[config.mk]
export PLATFORM = sky130hd
export DESIGN_NAME = psi_special_image
export DESIGN_NICKNAME = d
export VERILOG_FILES = /design/src/psi_pkg.sv /design/src/psi_special_image.sv
export SDC_FILE = /design/constraint.sdc
export NUM_CORES = 1
export LEC_CHECK = 0
export ABC_AREA = 1
export BUFFER_PORTS_ARGS = -buffer_cell sky130_fd_sc_hd__buf_4
export CORE_MARGIN = 3
export CORE_UTILIZATION = 47
export CTS_BUF_LIST = sky130_fd_sc_hd__clkbuf_8
export CTS_CLUSTER_SIZE = 16
export DETAILED_ROUTE_END_ITERATION = 8
export GPL_TIMING_DRIVEN = 0
export PLACE_DENSITY = 0.78
export SKIP_CTS_REPAIR_TIMING = 1
export SYNTH_ARGS = -nofsm -noshare
export SYNTH_HDL_FRONTEND = slang
export SYNTH_SLANG_ARGS = --single-unit
[constraint.sdc]
create_clock -name clk -period 1.5 [get_ports clk]
set_input_delay 0.3 -clock clk [delete_from_list [all_inputs] [get_ports clk]]
set_output_delay 0.3 -clock clk [all_outputs]
set_load 0.01 [all_outputs]
[src/psi_pkg.sv]
package psi_pkg;

  localparam logic [11:0] PSI_MISC_OFFSET   = 12'h184;
  localparam logic [11:0] PSI_SPEC_OFFSET   = 12'h188;
  localparam logic [31:0] PSI_MISC_RESET    = 32'h00000000;
  localparam logic [31:0] PSI_SPEC_RESET    = 32'h00000000;
  localparam logic [31:0] PSI_MISC_WMASK    = 32'hF7000000;
  localparam logic [31:0] PSI_SPEC_WMASK    = 32'hC0F0FFFD;

  localparam int PSI_COMPAT_LSB  = 28;
  localparam int PSI_HOLD_LSB    = 24;
  localparam int PSI_EN_BIT      = 31;
  localparam int PSI_POST_BIT    = 30;
  localparam int PSI_WIDE_LSB    = 20;
  localparam int PSI_PROG_LSB    = 12;
  localparam int PSI_SUPER_LSB   = 8;
  localparam int PSI_BASE_LSB    = 2;
  localparam int PSI_SPACE_BIT   = 0;

  localparam int PSI_CLK_MHZ     = 100;
  localparam int PSI_HOLD_MIN    = 16;
  localparam logic [7:0] PSI_A16_TOP = 8'hFF;

  localparam logic [2:0] PSI_CMD_IO   = 3'h1;
  localparam logic [2:0] PSI_CMD_MEM  = 3'h3;

  // Address modifier codes without block transfer variants.
  localparam logic [5:0] PSI_AM_A16_USER  = 6'h29;
  localparam logic [5:0] PSI_AM_A16_SUP   = 6'h2D;
  localparam logic [5:0] PSI_AM_A24_UDATA = 6'h39;
  localparam logic [5:0] PSI_AM_A24_UPROG = 6'h3A;
  localparam logic [5:0] PSI_AM_A24_SDATA = 6'h3D;
  localparam logic [5:0] PSI_AM_A24_SPROG = 6'h3E;

  typedef struct packed {
    logic        hit;
    logic [1:0]  region;
    logic        a16;
    logic        wide32;
    logic [5:0]  am;
    logic        posted;
    logic [23:0] vme_addr;
  } psi_xlate_t;

endpackage

[src/psi_special_image.sv]
`timescale 1ns/100ps
module psi_special_image
  import psi_pkg::*;
#(
  parameter int HOLD_MAX = 512
) (
  input  wire logic        clk,            // PCI clock.
  input  wire logic        reset_n,        // Asynchronous reset, active low.
  input  wire logic        clk_en,         // Freezes all state while low.
  input  wire logic [11:0] reg_addr,       // Register byte address.
  input  wire logic [31:0] reg_wdata,      // Register write data.
  input  wire logic        reg_wr,         // Register write strobe.
  input  wire logic        reg_rd,         // Register read strobe.
  output logic      [31:0] reg_rdata,      // Read data, one cycle after strobe.
  input  wire logic        addr_valid,     // PCI address phase strobe.
  input  wire logic [31:0] pci_addr,       // PCI address.
  input  wire logic [2:0]  pci_cmd_space,  // Command space, memory or I/O.
  input  wire logic        pci_write,      // Access is a write.
  input  wire logic        other_hit,      // Another target image claims it.
  input  wire logic        coupled_done,   // A coupled transaction completed.
  output psi_xlate_t       xlate,          // Registered decode result.
  output logic             need_arb,       // Claimed coupled access must arbitrate.
  output logic             vme_held        // VMEbus held by the slave channel.
);

  ////////////////////////////////////////////////////////////////////////////////
  // Sizing. The hold counter is as wide as HOLD_MAX needs and no wider.
  localparam int CNT_W   = $clog2(HOLD_MAX + 1);
  localparam int REGIONS = 4;

  // The select decode reaches 512 clocks, so a smaller counter would wrap.
  if (HOLD_MAX < 512) begin : g_hold_too_small
    $error("HOLD_MAX must be at least 512");
  end

  if (CNT_W > 16) begin : g_hold_too_large
    $error("HOLD_MAX must fit a 16-bit counter");
  end

  ////////////////////////////////////////////////////////////////////////////////
  // Register fields, each held in its own flip-flops.
  logic [3:0]              compat_q;       // Legacy field, stored only.
  logic [2:0]              hold_sel_q;     // Hold time select.
  logic                    img_en_q;       // Image enable.
  logic                    post_en_q;      // Posted write enable.
  logic [REGIONS-1:0]      wide_q;         // Per-region 32-bit port.
  logic [REGIONS-1:0]      prog_q;         // Per-region program modifier.
  logic [REGIONS-1:0]      super_q;        // Per-region supervisor modifier.
  logic [5:0]              base_q;         // Image base, address bits 31:26.
  logic                    space_q;        // 1 for I/O space.

  // Hold state.
  logic [CNT_W-1:0]        hold_cnt_q;     // Clocks left in the hold.
  logic                    held_q;         // Hold running.
  logic [CNT_W-1:0]        hold_load;      // Count loaded on completion.
  logic                    hold_armed;     // Selected hold is not zero.

  // Register access decode.
  logic                    misc_sel;       // Address hits the misc register.
  logic                    spec_sel;       // Address hits the image register.
  logic [31:0]             misc_view;      // Misc register as software sees it.
  logic [31:0]             spec_view;      // Image register as software sees it.

  // Access decode.
  logic                    base_match;     // Top six address bits hit.
  logic                    space_match;    // Command is in the chosen space.
  logic                    claim;          // Image claims the access.
  logic                    a16;            // Access falls in the A16 window.
  logic [1:0]              region;         // Region number.
  logic [5:0]              am;             // Address modifier for the access.
  logic                    wide32;         // Region allows 32-bit port.
  logic                    posted;         // Write may be posted.

  // Per-region attribute tables.
  wire  [REGIONS-1:0][5:0] region_am_a16;  // A16 modifier per region.
  wire  [REGIONS-1:0][5:0] region_am_a24;  // A24 modifier per region.

  // Decode result flip-flops.
  logic                    hit_q;          // Registered claim.
  logic [1:0]              region_q;       // Registered region.
  logic                    a16_q;          // Registered A16 flag.
  logic                    wide32_q;       // Registered width.
  logic [5:0]              am_q;           // Registered modifier.
  logic                    posted_q;       // Registered posting.
  logic [23:0]             vme_addr_q;     // Registered VMEbus address.

  ////////////////////////////////////////////////////////////////////////////////
  // Hold select decode; reserved code 111 behaves like release at once.
  function automatic logic [CNT_W-1:0] hold_clocks(input logic [2:0] sel);
    logic [CNT_W-1:0] n;
    n = '0;
    if (sel != 3'h0 && sel != 3'h7) begin
      n = CNT_W'(PSI_HOLD_MIN << (sel - 3'h1));
    end
    return n;
  endfunction

  // Only single-cycle codes are listed here, never the block ones.
  function automatic logic [5:0] a24_code(input logic sup, input logic prog);
    logic [5:0] c;
    c = PSI_AM_A24_UDATA;
    case ({sup, prog})
      2'b00: begin
        c = PSI_AM_A24_UDATA;
      end
      2'b01: begin
        c = PSI_AM_A24_UPROG;
      end
      2'b10: begin
        c = PSI_AM_A24_SDATA;
      end
      default: begin
        c = PSI_AM_A24_SPROG;
      end
    endcase
    return c;
  endfunction

  // The program bit has no say in the short window.
  function automatic logic [5:0] a16_code(input logic sup);
    logic [5:0] c;
    c = sup ? PSI_AM_A16_SUP : PSI_AM_A16_USER;
    return c;
  endfunction

  function automatic logic reg_hit(input logic [11:0] addr, input logic [11:0] offset);
    logic h;
    h = (addr == offset);
    return h;
  endfunction

  ////////////////////////////////////////////////////////////////////////////////
  // Register access.
  assign misc_sel = reg_hit(reg_addr, PSI_MISC_OFFSET);
  assign spec_sel = reg_hit(reg_addr, PSI_SPEC_OFFSET);

  // Reserved bits are never stored, so they read back as zero.
  assign misc_view = {compat_q, 1'b0, hold_sel_q, 24'h000000} & PSI_MISC_WMASK;
  assign spec_view = {img_en_q, post_en_q, 6'h00, wide_q, 4'h0, prog_q, super_q, base_q, 1'b0, space_q}
                     & PSI_SPEC_WMASK;

  always_ff @(posedge clk or negedge reset_n) begin
    if (!reset_n) begin
      compat_q <= PSI_MISC_RESET[PSI_COMPAT_LSB +: 4];
    end else if (clk_en && reg_wr && misc_sel) begin
      compat_q <= reg_wdata[PSI_COMPAT_LSB +: 4];
    end
  end

  always_ff @(posedge clk or negedge reset_n) begin
    if (!reset_n) begin
      hold_sel_q <= PSI_MISC_RESET[PSI_HOLD_LSB +: 3];
    end else if (clk_en && reg_wr && misc_sel) begin
      hold_sel_q <= reg_wdata[PSI_HOLD_LSB +: 3];
    end
  end

  always_ff @(posedge clk or negedge reset_n) begin
    if (!reset_n) begin
      img_en_q <= PSI_SPEC_RESET[PSI_EN_BIT];
    end else if (clk_en && reg_wr && spec_sel) begin
      img_en_q <= reg_wdata[PSI_EN_BIT];
    end
  end

  always_ff @(posedge clk or negedge reset_n) begin
    if (!reset_n) begin
      post_en_q <= PSI_SPEC_RESET[PSI_POST_BIT];
    end else if (clk_en && reg_wr && spec_sel) begin
      post_en_q <= reg_wdata[PSI_POST_BIT];
    end
  end

  always_ff @(posedge clk or negedge reset_n) begin
    if (!reset_n) begin
      wide_q <= PSI_SPEC_RESET[PSI_WIDE_LSB +: REGIONS];
    end else if (clk_en && reg_wr && spec_sel) begin
      wide_q <= reg_wdata[PSI_WIDE_LSB +: REGIONS];
    end
  end

  always_ff @(posedge clk or negedge reset_n) begin
    if (!reset_n) begin
      prog_q <= PSI_SPEC_RESET[PSI_PROG_LSB +: REGIONS];
    end else if (clk_en && reg_wr && spec_sel) begin
      prog_q <= reg_wdata[PSI_PROG_LSB +: REGIONS];
    end
  end

  always_ff @(posedge clk or negedge reset_n) begin
    if (!reset_n) begin
      super_q <= PSI_SPEC_RESET[PSI_SUPER_LSB +: REGIONS];
    end else if (clk_en && reg_wr && spec_sel) begin
      super_q <= reg_wdata[PSI_SUPER_LSB +: REGIONS];
    end
  end

  always_ff @(posedge clk or negedge reset_n) begin
    if (!reset_n) begin
      base_q <= PSI_SPEC_RESET[PSI_BASE_LSB +: 6];
    end else if (clk_en && reg_wr && spec_sel) begin
      base_q <= reg_wdata[PSI_BASE_LSB +: 6];
    end
  end

  always_ff @(posedge clk or negedge reset_n) begin
    if (!reset_n) begin
      space_q <= PSI_SPEC_RESET[PSI_SPACE_BIT];
    end else if (clk_en && reg_wr && spec_sel) begin
      space_q <= reg_wdata[PSI_SPACE_BIT];
    end
  end

  always_ff @(posedge clk or negedge reset_n) begin
    if (!reset_n) begin
      reg_rdata <= 32'h00000000;
    end else if (clk_en) begin
      if (reg_rd && misc_sel) begin
        reg_rdata <= misc_view;
      end else if (reg_rd && spec_sel) begin
        reg_rdata <= spec_view;
      end else begin
        reg_rdata <= 32'h00000000;
      end
    end
  end

  ////////////////////////////////////////////////////////////////////////////////
  // Per-region modifier tables; the lowest region sits at the lowest address.
  for (genvar g = 0; g < REGIONS; g++) begin : g_region
    assign region_am_a16[g] = a16_code(super_q[g]);
    assign region_am_a24[g] = a24_code(super_q[g], prog_q[g]);
  end

  ////////////////////////////////////////////////////////////////////////////////
  // Decode. The image is 64 Mbyte aligned, so only the top six bits compare.
  always_comb begin
    region      = pci_addr[25:24];
    a16         = (pci_addr[23:16] == PSI_A16_TOP);
    base_match  = (pci_addr[31:26] == base_q);
    space_match = (pci_cmd_space == (space_q ? PSI_CMD_IO : PSI_CMD_MEM));
    claim       = addr_valid && img_en_q && base_match && space_match
                  && !other_hit;
    am          = a16 ? region_am_a16[region] : region_am_a24[region];
    wide32      = wide_q[region];
    // I/O space never posts, whatever the posting bit says.
    posted      = pci_write && post_en_q && !space_q;
  end

  ////////////////////////////////////////////////////////////////////////////////
  // Decode result, one concern per process.
  always_ff @(posedge clk or negedge reset_n) begin
    if (!reset_n) begin
      hit_q    <= 1'b0;
      posted_q <= 1'b0;
    end else if (clk_en) begin
      hit_q    <= claim;
      posted_q <= claim && posted;
    end
  end

  always_ff @(posedge clk or negedge reset_n) begin
    if (!reset_n) begin
      region_q   <= 2'h0;
      a16_q      <= 1'b0;
      vme_addr_q <= 24'h000000;
    end else if (clk_en) begin
      region_q   <= region;
      a16_q      <= a16;
      vme_addr_q <= pci_addr[23:0];
    end
  end

  always_ff @(posedge clk or negedge reset_n) begin
    if (!reset_n) begin
      wide32_q <= 1'b0;
      am_q     <= 6'h00;
    end else if (clk_en) begin
      wide32_q <= wide32;
      am_q     <= am;
    end
  end

  // A coupled access inside a running hold reuses the bus it already owns.
  always_ff @(posedge clk or negedge reset_n) begin
    if (!reset_n) begin
      need_arb <= 1'b0;
    end else if (clk_en) begin
      need_arb <= claim && !posted && !held_q;
    end
  end

  assign xlate.hit      = hit_q;
  assign xlate.region   = region_q;
  assign xlate.a16      = a16_q;
  assign xlate.wide32   = wide32_q;
  assign xlate.am       = am_q;
  assign xlate.posted   = posted_q;
  assign xlate.vme_addr = vme_addr_q;

  ////////////////////////////////////////////////////////////////////////////////
  // Hold timer. Changing the select mid-hold is left to software discipline.
  always_comb begin
    hold_load  = hold_clocks(hold_sel_q);
    hold_armed = (hold_load != '0);
  end

  always_ff @(posedge clk or negedge reset_n) begin
    if (!reset_n) begin
      hold_cnt_q <= '0;
    end else if (clk_en) begin
      if (coupled_done) begin
        hold_cnt_q <= hold_load;
      end else if (hold_cnt_q > CNT_W'(1)) begin
        hold_cnt_q <= hold_cnt_q - CNT_W'(1);
      end else begin
        hold_cnt_q <= '0;
      end
    end
  end

  // A fresh completion wins over an expiry in the same cycle.
  always_ff @(posedge clk or negedge reset_n) begin
    if (!reset_n) begin
      held_q <= 1'b0;
    end else if (clk_en) begin
      if (coupled_done) begin
        held_q <= hold_armed;
      end else if (hold_cnt_q <= CNT_W'(1)) begin
        held_q <= 1'b0;
      end
    end
  end

  // With a zero select the bus is still shown held for the completing cycle.
  always_ff @(posedge clk or negedge reset_n) begin
    if (!reset_n) begin
      vme_held <= 1'b0;
    end else if (clk_en) begin
      vme_held <= held_q || coupled_done;
    end
  end

endmodule

## Word-level counts from Yosys, hierarchy flattened

Cells that the tools add are included.

- Register bits after elaboration: 109
- Bits in latches: 0
- RAM bits: 0
- Memory bits (read-only): 0
- Output and inout bits: 70
- Word-level logic and storage cells: 92
- Memories: 0

- Add/sub/neg operators: 2
- Multipliers: 0
- Div/mod/pow operators: 0
- Magnitude comparators: 3
- Eq/ne operators: 14
- Shifts and indexed selects: 1
- Multiplexer cells: 23
- Bitwise gates (word level): 0
- Reduce and logical (&&, ||, !) cells: 28

Operator list:

| operator | count |
|---|---|
| two-way mux 32 bit | 2 |
| case mux 3 bit (3 select lines) | 4 |
| two-way mux 10 bit | 3 |
| binary-select mux 6 bit (select 2 bit) | 2 |
| equality test 12 x 9 -> 1 bit (second input constant) | 2 |
| two-way mux 6 bit | 3 |
| logical AND 1 bit | 15 |
| two-way mux 3 bit | 4 |
| > comparator 10 x 1 -> 1 bit (second input constant) | 1 |
| less-or-equal comparator 10 x 1 -> 1 bit (second input constant) | 1 |
| nonzero test 10 bit | 1 |
| left shift 5 x 3 -> 10 bit (first input constant) | 1 |
| subtractor 10 x 1 -> 10 bit (second input constant) | 1 |
| equality test 2 x 1 -> 1 bit (second input constant) | 4 |
| equality test 2 bit (second input constant) | 4 |
| equality test 8 bit (second input constant) | 1 |
| logical NOT 2 bit | 4 |
| equality test 6 bit | 1 |
| logical NOT 1 bit | 4 |
| equality test 3 x 2 -> 1 bit | 1 |
| < comparator 2 x 3 -> 1 bit (second input constant) | 1 |
| two-way mux 1 bit | 3 |
| != test 3 bit (second input constant) | 1 |
| nonzero test 3 bit | 1 |
| other kinds (6) | 6 |

## Depth between registers and ports, before layout

- Depth after elaboration: 6
- Depth in mapped cells: 9
- Gate-level depth less buffers: 8

## Least setup slack after synthesis

Ideal clock, no wire load.

- Path type: register to register
- From: register hold_cnt_q[0]
- To: register held_q
- Data arrival time: 1.259 ns
- Required time: 1.377 ns
- Setup slack: 0.118 ns
- Stages on the path, launching flop included: 9
- Buffers on the path: 0
- Period minus slack after synthesis: 1.382 ns
- Cell sequence: dfrtp_1 inv_1 ha_1 o21ai_0 nor2_1 nor2_2 nor2_1 nand2_1 nand2_1

- Longest elaborated chain between the ends: 3

Ends and longest elaborated chain:

| item | RTL line | source |
|---|---|---|
| start, declared | psi_special_image.sv:53 | `logic [CNT_W-1:0] hold_cnt_q;` |
| start signal, assigned | psi_special_image.sv:313 | `hold_cnt_q <= hold_load;` |
| start signal, assigned | psi_special_image.sv:315 | `hold_cnt_q <= hold_cnt_q - CNT_W'(1);` |
| less-or-equal comparator 10 x 1 -> 1 bit | psi_special_image.sv:329 | `end else if (hold_cnt_q <= CNT_W'(1)) begin` |
| nonzero test 2 bit (no line) | - |  |
| AND reduction 2 bit (no line) | - |  |
| end signal, assigned | psi_special_image.sv:328 | `held_q <= hold_armed;` |
| end, declared | psi_special_image.sv:54 | `logic held_q;` |

Every way passes these cells.
A chain may end at the register's enable or synchronous reset.

## Worst setup path in the final report

- From: register hold_cnt_q[0]
- To: register hold_cnt_q[5]

- Longest elaborated chain between the ends: 3
- Elaborated cells on any way between the ends: 4
- Those cells by class: add/sub (1); order compare (1); mux (2)

Ends and longest elaborated chain:

| item | RTL line | source |
|---|---|---|
| subtractor 10 x 1 -> 10 bit or > comparator 10 x 1 -> 1 bit (tied branches) | psi_special_image.sv:315, psi_special_image.sv:314 |  |
| two-way mux 10 bit (*) | psi_special_image.sv:314 | `end else if (hold_cnt_q > CNT_W'(1)) begin` |
| two-way mux 10 bit (*) | psi_special_image.sv:312 | `if (coupled_done) begin` |

Mark *: on every way between the ends. The rest lies on a longest branch, timed or not.

==> results.cfg <==
[hold_path]
min-delay-path-class = in -> reg

[timing]
final-hold-violation-count = 0
slew_headroom = 0.647
fin_crit_sh = 0.984
period_minus_slack_ps = 1480
fmax_mhz = 677
finClkSkew_ps = 8.34
tightestPinTransition_ps = 529
setup_slack_ps = 23.8
setup_viol = 0
maxSlewViolCount = 0

[logic_synthesis]
syn-cell-area_mm2 = 0.00481
yosys.cell_types.count = 37
ys_seq_area_frac = 0.531
post-synth-top-area-cell = dfrtp_1
avgSynthCellArea_um2 = 8.39
synth_top_area_frac = 0.531
ys_top_cells_by_area = dfrtp_1, nand2_1, inv_1
synth_seq_cells = 102
synth_warnings = 0
syn_inst = 573

[drt]
routed_wl_mm = 12.5
viasPerCell = 4.93
drt_iter0_markers = 291
vias = 4316
ant_nets = 0
drt_drc_violations_left = 0
drt-pass1-iter-count = 5
wl_per_cell_um = 14.3

[global_route]
grt_pass1_wl_mm = 20.2
grtUsageTotal = 0.220
overflow = 0
antenna_found_initial = 0
grt_pass1_vias = 4338
grt_start_max_net_pins = 103

[die]
die_area_mm2 = 0.0115
rows = 36
die_h_um = 107
initial_core_util = 0.488
io_pins = 158
fp.dieW_um = 107
coreArea_mm2 = 0.00986

[placement]
portBuffers = 145
gp_congestion = 0.870
pre_cts_ws_ps = -98.6
dp_cells = 856
dpl.hpwl_mm = 9.16

[cts]
cts_max_level = 3
clock-sinks = 102
cts_tree = yes
clkSlewWorstSetupHoldPaths_ps = 110
cts-root-buf = clkbuf_8
clock_latency_ps = 370
cts_buffers = 9
clock_path_buffers = 2

[final_layout]
layout_commonest_cell = nand2_1
mostFrequentLayoutCells = nand2_1, buf_4, dfrtp_1
num-nets-final = 827
seqCellArea_mm2 = 0.00255
area_growth_pct = 32.3
fillers = 842
drive_above_1_share = 0.313
final_cells = 875
insertedDiodeCount = 0
multi_input_area_mm2 = 0.00190

[critical_path]
required_ps = 1800
worstSetupPathType = reg -> reg
setup.worst_path.start_class = flip-flop
cp_max_fo = 5
critical_path_arrival_ps = 1770
cp-end-kind = flip-flop

[status]
status = complete, no violations

[pwr]
pwr-share-seq = 0.526
clkPwrFrac = 0.298
p_sw_mw = 1.72
intPower_mw = 3.97
pwr-share-comb = 0.176
fin_total_pwr_mw = 5.68
vdd_drop_max_mv = 0.473
power_density_mw_per_mm2 = 893
switching_share = 0.302
p_leak_nw = 3.47

[job]
max_cap_viol_count = 0
==> through the flow <==
stage	TNS [ps]	utilization	cell area, um2	hold WS [ps]
after global routing	-97.0	0.645	6360	115
final	0	0.645	6360	119
after global placement	-223	0.617	6080	457
after detailed placement	-1360	0.617	6080	459
after CTS	-1380	0.636	6270	108
after floorplan	0	-	4830	4.41
==> synthesized netlist by cell type, drive strengths merged <==
cell      n
a31oi     3
o22ai     1
and3      1
a41oi     1
or2       3
nor3      2
a21oi    11
nor2     50
xor2      5
dfrtp   102
conb      1
nand2   208
ha        2
nand3b    2
o22a      1
nand4     6
buf      28
o21a      1
o21ai    50
clkbuf    5
inv      52
nand3    38
==> worst paths after layout <==
path                                            startpoint                          to  slack (ps)  cells past startpoint
worst min-delay path                           pci_addr[6]   vme_addr_q[6]$_DFFE_PN0P_         120                      3
worst max register to register   hold_cnt_q[0]$_DFFE_PN0P_   hold_cnt_q[5]$_DFFE_PN0P_          20                      7
max in group asynchronous                          reset_n    reg_rdata[7]$_DFFE_PN0P_         440                      3
worst min register to register  vme_addr_q[17]$_DFFE_PN0P_  vme_addr_q[17]$_DFFE_PN0P_         480                      2
min in group asynchronous                          reset_n      super_q[3]$_DFFE_PN0P_         390                      2
worst max-delay path             hold_cnt_q[0]$_DFFE_PN0P_   hold_cnt_q[5]$_DFFE_PN0P_          20                      7
==> registers in the layout, indices dropped and copies added, names as in the netlist <==
| signal | flops |
|---|---|
| compat_q | 4 |
| hold_cnt_q | 10 |
| post_en_q | 1 |
| a16_q | 1 |
| base_q | 6 |
| vme_addr_q | 24 |
| posted_q | 1 |
| am_q | 5 |
| space_q | 1 |
| super_q | 4 |
| vme_held | 1 |
| need_arb | 1 |
| wide32_q | 1 |
| hit_q | 1 |
| region_q | 2 |
| img_en_q | 1 |
| prog_q | 4 |
| wide_q | 4 |
| hold_sel_q | 3 |
| reg_rdata | 26 |
| held_q | 1 |
==> area by class of cell <==
class	count	area share
clock buffers	9	0.0195
well taps	133	0.0262
flip-flops and latches	102	0.401
repair buffers	147	0.177
multi-input cells	392	0.298
plain buffers	33	0.0368
inverters	52	0.0307
clock inverters	7	0.0104
==> power groups by stage <==
stage                     Sequential (mW)  Clock [mW]  Combinational (mW)
after CTS                            2.98        1.72               0.945
after global routing                 3.00        1.82                1.12
after detailed placement             3.03           0               0.933
after floorplan                      3.05           0               0.435
after global placement               3.02           0               0.905
final                                2.99        1.69                1.00
==> critical path, stage by stage, from the launching register on <==
cell and delay (ps):
dfrtp_1 400, inv_2 60, ha_2 220, o21ai_2 220, nor2_4 70, nor2_4 190
nand3_1 120, a21oi_2 140
==> metal layers <==
layer / GRT usage / part of all wire
met1: 0.269 / 0.40
met2: 0.374 / 0.50
met3: 0.0512 / 0.062
met4: 0.0895 / 0.034
met5: 0 / 0
==> kinds of logic after synthesis <==
kind of cell	share of synthesized area
other cells	0.000780
buf+inv	0.0892
flops	0.531
fa+ha+maj	0.00520
xor+xnor	0.00910
compound gates	0.0840
simple gates	0.281
Power figures use the tool's default switching activity.
